### config.mk
export PLATFORM = sky130hd
export DESIGN_NAME = ebws_top
export DESIGN_NICKNAME = d
export VERILOG_FILES = /design/src/rtl/ebws_pkg.sv /design/src/rtl/ebws_strobe_if.sv /design/src/rtl/ebws_top.sv /design/src/rtl/ebws_strobe_dec.sv
export VERILOG_INCLUDE_DIRS = /design/src /design/src/rtl
export SDC_FILE = /design/constraint.sdc
export NUM_CORES = 1
export LEC_CHECK = 0
export BUFFER_PORTS_ARGS = -buffer_cell sky130_fd_sc_hd__buf_4
export CAP_MARGIN = 10
export CORE_AREA = 8 8 45 47
export CTS_BUF_LIST = sky130_fd_sc_hd__clkbuf_4 sky130_fd_sc_hd__clkbuf_8
export DETAILED_ROUTE_END_ITERATION = 10
export DIE_AREA = 0 0 53 55
export GPL_ROUTABILITY_DRIVEN = 0
export SKIP_CTS_REPAIR_TIMING = 1
export SKIP_LAST_GASP = 1
export SLEW_MARGIN = 10
export SYNTH_ARGS = -nofsm -noshare
export SYNTH_HDL_FRONTEND = slang
export SYNTH_SLANG_ARGS = --single-unit
### constraint.sdc
create_clock -name clk -period 0.9 [get_ports clk]
set_input_delay 0.045 -clock clk [delete_from_list [all_inputs] [get_ports clk]]
set_output_delay 0.045 -clock clk [all_outputs]
set_load 0.02 [all_outputs]
### src/rtl/ebws_map.svh
// Constants for the external bus write strobe block: bit positions, idle levels, sync depth.
`ifndef EBWS_MAP_SVH
`define EBWS_MAP_SVH

// Bit of the chip configuration byte that picks the plain write strobe when set.
`define EBWS_CFG_PLAIN_SEL_BIT 2
// Width of the chip configuration byte.
`define EBWS_CFG_WIDTH 8
// Level of every active-low strobe while it is not asserted.
`define EBWS_STROBE_IDLE 1'b1
// Level of an active-low strobe while it is asserted.
`define EBWS_STROBE_ON 1'b0
// Reset level of the port bit data and enable seen on the pin.
`define EBWS_PORT_RESET_DATA 1'b1
`define EBWS_PORT_RESET_OE 1'b0
// Number of flip-flops that the pin input passes before logic reads it.
`define EBWS_SYNC_STAGES 2

`endif

### src/rtl/ebws_pkg.sv
// Types shared by the external bus write strobe block.
`default_nettype none

package ebws_pkg;

    // Bus cycle tracker states, one-hot.
    typedef enum logic [2:0] {
        EBWS_IDLE  = 3'b001,
        EBWS_WRITE = 3'b010,
        EBWS_READ  = 3'b100
    } ebws_state_t;

    // Which write strobe the shared pin carries in special-function mode.
    typedef enum logic {
        EBWS_KIND_LOW_BYTE = 1'b0,
        EBWS_KIND_PLAIN    = 1'b1
    } ebws_kind_t;

endpackage : ebws_pkg

`default_nettype wire

### src/rtl/ebws_strobe_if.sv
// Interface carrying cycle facts into the strobe decoder and next strobe levels back out.
`timescale 1ns/1ps
`default_nettype none

interface ebws_strobe_if;
    import ebws_pkg::*;
    logic       wr_active;   // An external write cycle is in progress next cycle.
    logic       rd_active;   // An external read cycle is in progress next cycle.
    logic       word_width;  // High for 16-bit bus cycles, low for 8-bit ones.
    logic       addr_lsb;    // Byte address bit 0 of the current cycle.
    ebws_kind_t kind;        // Strobe kind picked by configuration.
    logic       next_wr_n;   // Next level of the selected write strobe.
    logic       next_rd_n;   // Next level of the read strobe.

    // The decoder reads the cycle facts and drives the next strobe levels.
    modport dec (
        input  wr_active, rd_active, word_width, addr_lsb, kind,
        output next_wr_n, next_rd_n
    );

    // The top drives the cycle facts and registers the next strobe levels.
    modport top (
        output wr_active, rd_active, word_width, addr_lsb, kind,
        input  next_wr_n, next_rd_n
    );
endinterface : ebws_strobe_if

`default_nettype wire

### src/rtl/ebws_top.sv
// Write strobe generator for the shared port five bit two pin of the external bus.
`timescale 1ns/1ps
`default_nettype none
`include "ebws_map.svh"

module ebws_top (
    input  wire logic                          clk,
    input  wire logic                          nrst,
    input  wire logic                          bus_write_phase,
    input  wire logic                          bus_read_phase,
    input  wire logic                          bus_word_width,
    input  wire logic                          bus_addr_lsb,
    input  wire logic                          port_five_function_select,
    input  wire logic [`EBWS_CFG_WIDTH-1:0]    chip_config_zero,
    input  wire logic                          port_data_out,
    input  wire logic                          port_data_oe,
    input  wire logic                          port_five_bit_two_in,
    output var  logic                          port_five_bit_two_out,
    output var  logic                          port_five_bit_two_oe,
    output var  logic                          read_strobe_n,
    output var  logic                          port_pin_level,
    output var  ebws_pkg::ebws_state_t         bus_state
);
    import ebws_pkg::*;

    // Next value of the cycle tracker.
    ebws_state_t next_state;
    // Strobe kind decoded from the configuration byte.
    ebws_kind_t  kind;
    // Two-stage synchroniser for the pin input; stage one feeds stage two only.
    // The pin comes from the board, so its first sample may be metastable.
    logic        pin_meta;
    // Next pin drive in either mode.
    wire         next_pin_out;
    wire         next_pin_oe;
    // Carrier between this module and the strobe decoder.
    ebws_strobe_if sif ();

    // A write phase takes priority when the bus unit raises both together.
    assign next_state = bus_write_phase ? EBWS_WRITE
                      : bus_read_phase  ? EBWS_READ
                      : EBWS_IDLE;

    // Configuration bit two set picks the plain strobe, clear picks the low-byte one.
    assign kind = chip_config_zero[`EBWS_CFG_PLAIN_SEL_BIT] ? EBWS_KIND_PLAIN
                                                           : EBWS_KIND_LOW_BYTE;

    // Only external cycles reach the tracker, so internal accesses leave the strobes high.
    assign sif.wr_active  = (next_state == EBWS_WRITE);
    assign sif.rd_active  = (next_state == EBWS_READ);
    assign sif.word_width = bus_word_width;
    assign sif.addr_lsb   = bus_addr_lsb;
    assign sif.kind       = kind;

    // The decoder works out both strobe levels for the coming cycle.
    ebws_strobe_dec u_dec (
        .sif (sif)
    );

    // In special-function mode the pin always drives the strobe; otherwise the port owns it.
    assign next_pin_out = port_five_function_select ? sif.next_wr_n : port_data_out;
    assign next_pin_oe  = port_five_function_select ? 1'b1 : port_data_oe;

    // Cycle tracker register.
    always_ff @(posedge clk) begin
        if (!nrst) begin
            bus_state <= EBWS_IDLE;
        end else begin
            bus_state <= next_state;
        end
    end

    // Pin drive registers; reset releases the pin to the idle port state.
    always_ff @(posedge clk) begin
        if (!nrst) begin
            port_five_bit_two_out <= `EBWS_PORT_RESET_DATA;
            port_five_bit_two_oe  <= `EBWS_PORT_RESET_OE;
        end else begin
            port_five_bit_two_out <= next_pin_out;
            port_five_bit_two_oe  <= next_pin_oe;
        end
    end

    // Read strobe register; it idles high through reset.
    always_ff @(posedge clk) begin
        if (!nrst) begin
            read_strobe_n <= `EBWS_STROBE_IDLE;
        end else begin
            read_strobe_n <= sif.next_rd_n;
        end
    end

    // Pin input synchroniser, read back as the port bit level.
    always_ff @(posedge clk) begin
        if (!nrst) begin
            pin_meta       <= 1'b0;
            port_pin_level <= 1'b0;
        end else begin
            pin_meta       <= port_five_bit_two_in;
            port_pin_level <= pin_meta;
        end
    end
endmodule : ebws_top

`default_nettype wire

### src/rtl/ebws_strobe_dec.sv
// Combinational decoder that turns bus cycle facts into write and read strobe levels.
`timescale 1ns/1ps
`default_nettype none
`include "ebws_map.svh"

module ebws_strobe_dec (
    ebws_strobe_if.dec sif
);
    import ebws_pkg::*;

    // The low byte is written by a low-byte write or a word write, both at an even address.
    wire low_byte_hit;
    // Plain strobe level: low through every external write.
    wire plain_n;
    // Low-byte strobe level, depending on bus width.
    wire low_n;

    assign low_byte_hit = ~sif.addr_lsb;
    assign plain_n = sif.wr_active ? `EBWS_STROBE_ON : `EBWS_STROBE_IDLE;
    // An 8-bit cycle strobes every write; a 16-bit cycle skips a lone high-byte write.
    assign low_n = (sif.wr_active && (!sif.word_width || low_byte_hit))
                 ? `EBWS_STROBE_ON : `EBWS_STROBE_IDLE;
    assign sif.next_wr_n = (sif.kind == EBWS_KIND_PLAIN) ? plain_n : low_n;
    assign sif.next_rd_n = sif.rd_active ? `EBWS_STROBE_ON : `EBWS_STROBE_IDLE;

endmodule : ebws_strobe_dec

`default_nettype wire

# [Word-level counts from Yosys, hierarchy flattened]
# Cells that the tools add are included.
[word_totals] reg_bits=8 latchBits=0 ram_bits=0 rom_bits=0 in_bits=18 elab_cells=21 n_memories=0
[op_classes] add_sub_neg=0 mul=0 div_mod_pow=0 magnitude_cmp=0 eq_ne=2 n_shift=0 n_mux=9 bitwise=1 reduce_logical=3
[ops] op="2-to-1 mux 1 bit" count=7
[ops] op="2-to-1 mux 3 bit" count=2
[ops] op="== test 3 x 2 -> 1 bit (second input constant)" count=1
[ops] op="== test 3 bit (second input constant)" count=1
[ops] op="logical AND 1 bit" count=1
[ops] op="logical NOT 1 bit" count=1
[ops] op="logical OR 1 bit" count=1
[ops] op="NOT 1 bit" count=1

# [Depth between registers and ports, before layout]
# Gate-level depths: netlist of the first run.
[depth] word_depth=7 depth_mapped=2 depth_no_buf=2

# [By module]
# A second synthesis of the first run with hierarchy kept.
[unflattened] hier_cells=22 hier_area_um2=246.5
[by_module_without_submodules] mod="ebws_top" instances=1 cells_each=19 area_each_um2=230.2 seq_area_each_um2=160.2
[by_module_without_submodules] mod="ebws_strobe_dec" instances=1 cells_each=3 area_each_um2=16.3 seq_area_each_um2=0.0

# [Least setup slack after synthesis of the first run]
# Ideal clock, no wire load.
[synth_path] path_type="reg2reg" start="reg pin_meta" end="reg port_pin_level" arrival_ns=0.434 slack_ns=0.350 stages_incl_launch_ff=2 path_buffers=0 synth_period_minus_slack_ns=0.550 path_cell_list="dfxtp_1 > and2_2"
[synth_rtl] item="start, declared" line_no="ebws_top.sv:32" rtl="logic pin_meta;"
[synth_rtl] item="start signal, assigned" line_no="ebws_top.sv:99" rtl="pin_meta <= port_five_bit_two_in;"
[synth_rtl] item="end signal, assigned" line_no="ebws_top.sv:100" rtl="port_pin_level <= pin_meta;"
[synth_rtl] item="end, declared" line_no="ebws_top.sv:21" rtl="output var logic port_pin_level,"
# No word-level cell between the ends.

# [Worst setup path after layout of the first run]
[layout_path] start="in bus_write_phase" end="reg read_strobe_n"
[layout_between] elab_chain_cells=3
[layout_lines] item="start, declared" line_no="ebws_top.sv:9" rtl="input wire logic bus_write_phase,"
[layout_lines] item="2-to-1 mux 3 bit" line_no="ebws_top.sv:40" rtl="assign next_state = bus_write_phase ? EBWS_WRITE"
[layout_lines] item="== test 3 bit" line_no="ebws_top.sv:50" rtl="assign sif.rd_active = (next_state == EBWS_READ);"
[layout_lines] item="2-to-1 mux 1 bit (no line)"
[layout_lines] item="end signal, assigned" line_no="ebws_top.sv:87" rtl="read_strobe_n <= `EBWS_STROBE_IDLE;"
[layout_lines] item="end signal, assigned" line_no="ebws_top.sv:89" rtl="read_strobe_n <= sif.next_rd_n;"
[layout_lines] item="end, declared" line_no="ebws_top.sv:20" rtl="output var logic read_strobe_n,"
# Every way passes these cells.
# A chain may end at the register's enable or synchronous reset.

==> results.md, run 1 <==
- Height of the die: 55 µm
- Clock-pin slew on the worst setup and hold paths: 0.05 ns
- Port Buffer Count: 17
- Reg area: 160.2 µm²
- Largest family of logic cells by synthesized area: simple AND/OR/NAND/NOR gates
- EDFF count, synth: 0
- P_sw: 160.3 µW
- Largest net degree at the start of global routing: 8
- Post-layout nets: 63
- Post-synthesis mux area share: 0%
- Die ar.: 2915 µm²
- Rows: 14
- GRT overflow: 0
- Register share of total power: approximately half
- Critical path data arrival time: roughly 0.95 ns
- Final std cells w/o fill: between 50 and 60
- CP Launch Type: primary input
- Part of the power in combinational logic: roughly 15%
- Share of the synthesized area in the top cell type: 67.72%
- H-Tree Depth: 1
- Int Pwr: just under 600 µW
- Area share of fa/ha/maj cells after synthesis: 0%
- Count of cell types in the netlist: 11
- Fin crit period: slightly above 0.8 ns
- Status: finished clean
- HP Start: port_five_bit_two_in
- Detailed-route DRC error count: 0
- Post-DRT Antenna Nets: 0
- Sink Count: 8
- Io pins: 25
- Clk_skew: ~0.000034 ns
- Final Cell Area: between 400 and 500 µm²
- Top post-synthesis cells by area: dfxtp_1, and2_2, nand4b_1
- CTS tree: built
- RSZ-0062 raised after global routing: no
- Worst Setup SP: bus_write_phase
- CP required: 1.03 ns
- First-pass GRT wire length: about 740 µm
- Pre-antenna DRT Iters: 1
- Synth Area in Compound Gates: approximately 9.0%
- Reg2Reg Depth: 1
- Worst-Margin Slew: 0.1462 ns
- Clk network pwr share: around a third
- Simple-gate share of the synthesized area: 21.69%
- Post-Route WL: around 600 µm
- Final setup violation count: 0
- Total GRT Usage: 4.055%
- Max clock buf depth: 2
- Total Power: between 700 and 800 µW
- Vias in the first global route: 190
- Max Cap Viol: 0
- Max_slew headroom: approximately nine tenths
- Register area share after synthesis: 67.72%
- Crit Path Class: primary input to flop
- Synthesized area per cell: between 10 and 15 µm²
- Pins Over Slew Limit: 0
- Final TNS setup: 0 ns
- Maximum VDD drop: between 0.6 and 0.7 mV
- Area leader, netlist: dfxtp_1
- Layout cells sized above 1: 53.49%
- Area of the multi-input gates: 72.57 µm²
- Placed Area: 384.1 µm²
- Post-Synth XOR/XNOR Area: 0%
- Worst Setup End Kind: flop
- Switch share: roughly a fifth
- Reg2reg start: pin_meta
- Warnings, synthesis: 0
- CP max FO: 5
- N_diodes: 0
- Via density: about 3.6
- Yosys reg bits: 8
- Final Hold Fails: 0
- Worst min-delay path category: primary input to flop
- Clock Latency Late Sink: between 0.2 and 0.25 ns
- Placed cells: 53
- Total core area: between 1000 and 1500 µm²
- Starting density of the core: ~17%
- Peak Freq: ~1.2 GHz
- Clock root cell: clkbuf_4
- 1st-iter DRT viols: 0
- Number of fill cells: 138
- Die W: 53 µm
- Wire per inst: a little over 10 µm
- PwrDens: around 1700 nW/µm²
- Cells after synthesis: 20
- Hold Path Depth: 2
- Main synth FF type: dfxtp_1
- Syn-to-layout area delta: 84.66%
- Synth Net Count: 38
- Top-count cell post-synth: dfxtp_1
- Ys async rst share: 0%
- Post-synth top cells: dfxtp_1, and2_2
- Cts bufs inserted: 3
- Initial antenna violation count: 0
- DR vias: 215
- Cell Area, Synth: 236.5 µm²
- Final period util: 90.88%
- Static Leak: approximately 0.20 nW
-- layout by cell type, fill, tap and decap left out --
cell / n
inv_1: 1
dfxtp_1: 8
nor2_1: 1
o21a_1: 1
o2111ai_1: 1
buf_4: 17
or2_1: 1
dlygate4sd3_1: 3
nand4b_1: 1
nand2_1: 1
o21ai_0: 1
and2_2: 3
clkbuf_4: 3
nand2b_1: 1
-- layout make-up --
class | count | share of cell area [%]
clock buffer | 3 | 5.158
inverter | 1 | 0.8596
multi-input combinational | 11 | 16.62
sequential | 8 | 36.68
tap | 16 | 4.585
timing repair buffer | 20 | 36.10
-- worst max-delay path: stages --
cell and delay (ns):
dlygate4sd3_1 0.54, buf_4 0.15, or2_1 0.21
-- flip-flops by register name, indices dropped and copies added (netlist names) --
| register | count |
|---|---|
| port_five_bit_two_oe | 1 |
| read_strobe_n | 1 |
| port_pin_level | 1 |
| pin_meta | 1 |
| port_five_bit_two_out | 1 |
| bus_state | 3 |
-- power by group through the flow --
stage	clock network (mW)	logic [mW]	registers (mW)
2_1_floorplan	0	0.0168	0.408
3_3_place_gp	0	0.107	0.385
3_5_place_dp	0	0.108	0.386
4_1_cts	0.276	0.108	0.379
5_1_grt	0.293	0.125	0.380
6_report	0.260	0.116	0.379
-- path summary, 6_finish.rpt --
kind | to | slack (ns)
max reg2reg | port_pin_level | 0.33
min | pin_meta | 0.02
max | read_strobe_n | 0.08
min reg2reg | port_pin_level | 0.45
-- layer usage --
layer | track usage, % | vias up | routed length [µm]
met4 | 5.172 | 0 | 0
met2 | 4.492 | 14 | 253
met1 | 3.675 | 87 | 228
met5 | 0 | - | 0
met3 | 4.011 | 0 | 115
li1 | - | 114 | -
-- through the flow --
stage | util [%] | hold slack, ns | setup WS, ns
final | 31.56 | 0.02360 | 0.08204
after CTS | 29.39 | -0.02494 | 0.1529
after floorplan | - | 0.1174 | 0.3497
after global routing | 31.56 | 0.01649 | 0.07666
after detailed placement | 27.76 | 0.2415 | 0.3407
after global placement | 27.76 | 0.2403 | 0.3472
-- cells by family after synthesis --
logic type,count (synthesis)
AOI/OAI and AO/OA,3
and+or+nand+nor,8
buffers and inverters,1
DFF,8
No activity file was read; power rests on OpenSTA's default activity.
==> run 2: changes to the inputs <==
--- a/config.mk
+++ b/config.mk
@@ -13,6 +13,7 @@
 export DETAILED_ROUTE_END_ITERATION = 10
 export DIE_AREA = 0 0 53 55
 export GPL_ROUTABILITY_DRIVEN = 0
+export PLACE_DENSITY = 0.46
 export SKIP_CTS_REPAIR_TIMING = 1
 export SKIP_LAST_GASP = 1
 export SLEW_MARGIN = 10
==> run 2 against run 1 <==
Cell count unchanged. Non-clock buffer count unchanged. Routed wire length up 11%. Clock skew about the same. Critical endpoint unchanged. Highest routed layer is now met4.
==> results.md, run 2 (synthesis results as in run 1) <==
- Crit-path cells: dlygate4sd3_1 -> buf_4 -> or2_1
- Pins Over Slew Limit: 0
- CP Launch Type: primary input
- N_diodes: 0
- CP max stage delay: 0.54 ns
- Setup ws final: 0.08282 ns
- Worst min-delay path category: primary input to flop
- Port Buffer Count: 17
- H-Tree Depth: 1
- Max clock buf depth: 2
- Commonest non-fill, non-tap cells in the layout: buf_4, dfxtp_1, and2_2, clkbuf_4, dlygate4sd3_1
- Crit Path Class: primary input to flop
- Starting density of the core: between 10% and 20%
- Hold WS: approximately 0.02 ns
- Worst path slowest cell: dlygate4sd3_1
- Height of the die: roughly 55 µm
- Initial antenna violation count: 0
- CP required: ~1.0 ns
- Total core area: between 1000 and 1500 µm²
- Wire per inst: 11.22 µm
- Cts bufs inserted: 3
- Pre-antenna DRT Iters: 2
- Critical path data arrival time: 0.95 ns
- Final TNS setup: 0 ns
- CP max FO: 5
- Die ar.: 2915 µm²
- Final period util: 90.80%
- Max Cap Viol: 0
- Worst Setup End Kind: flop
- Post-layout nets: 63
- Max reg flops: 3
- PwrDens: around 1700 nW/µm²
- Fin crit period: roughly 0.82 ns
- Layout cells sized above 1: a little over half
- Dpl ws: 0.3389 ns
- Static Leak: about 0.2 nW
- Post-Route WL: about 660 µm
- Most common cell after layout, fill and taps aside: buf_4
- Total GRT Usage: under 10%
- Post-DRT Antenna Nets: 0
- DR vias: 223
- CP bufs+invs: 2
- 1st-iter DRT viols: 3
- Final Hold Fails: 0
- Final setup violation count: 0
- Worst-Margin Slew: around 0.16 ns
- Detailed-route DRC error count: 0
- Largest net degree at the start of global routing: 8
- First-pass GRT wire length: roughly 990 µm
- Post-DP HPWL: between 500 and 600 µm
- Peak Freq: 1.224 GHz
- CP top delay family: buffers and inverters
- Status: finished clean
- Max_slew headroom: about 90%
- Die W: ~53 µm
- Clock Latency Late Sink: ~0.24 ns
- Vias in the first global route: 229
- Clk_skew: around 0.000076 ns
- Via density: 3.780
- Syn-to-layout area delta: 84.66%
- RSZ-0062 raised after global routing: no
- Clock-pin slew on the worst setup and hold paths: 0.05 ns
- Biggest register: bus_state
- Sink Count: 8
- CTS tree: built
- GRT overflow: 0
- Placed cells: between 50 and 60
- Final std cells w/o fill: 59
- Rows: 14
- Maximum VDD drop: ~0.61 mV
- Io pins: 25
- Clock root cell: clkbuf_4
[run 2: cell type report]
class                   count  area (µm²)
clock buffers               3       22.52
fillers                   143       947.2
inverters                   1       3.754
multi-input cells          11       72.57
flip-flops and latches      8       160.2
well taps                  16       20.02
repair buffers             20       157.7
[run 2: per-stage QoR]
| stage | total power, mW | area [µm²] | utilization [%] |
|---|---|---|---|
| 3_3_place_gp | 0.4914 | 384.1 | 27.76 |
| 3_5_place_dp | 0.4956 | 384.1 | 27.76 |
| 4_1_cts | 0.7624 | 406.6 | 29.39 |
| 2_1_floorplan | 0.4246 | 236.5 | - |
| 6_report | 0.7622 | 436.7 | 31.56 |
| 5_1_grt | 0.8225 | 436.7 | 31.56 |
[run 2: final timing paths]
kind | to | slack (ns) | cells past startpoint | start
max | read_strobe_n | 0.08 | 3 | bus_write_phase
max reg2reg | port_pin_level | 0.34 | 1 | pin_meta
min reg2reg | port_pin_level | 0.44 | 1 | pin_meta
min | pin_meta | 0.02 | 2 | port_five_bit_two_in
[run 2: routing by layer]
metal  part of all wire [%]  track usage, %  vias up
met5                      0               0        -
met4                   0.91           5.172        0
met3                     19           5.080        2
met2                     41           6.641       18
met1                     38           4.122       90
li1                       -               -      113
[run 2: power by group]
part	total (mW)	internal [mW]	switching [mW]
Combinational	0.117	0.0683	0.0490
Clock	0.266	0.152	0.114
Sequential	0.379	0.374	0.00470
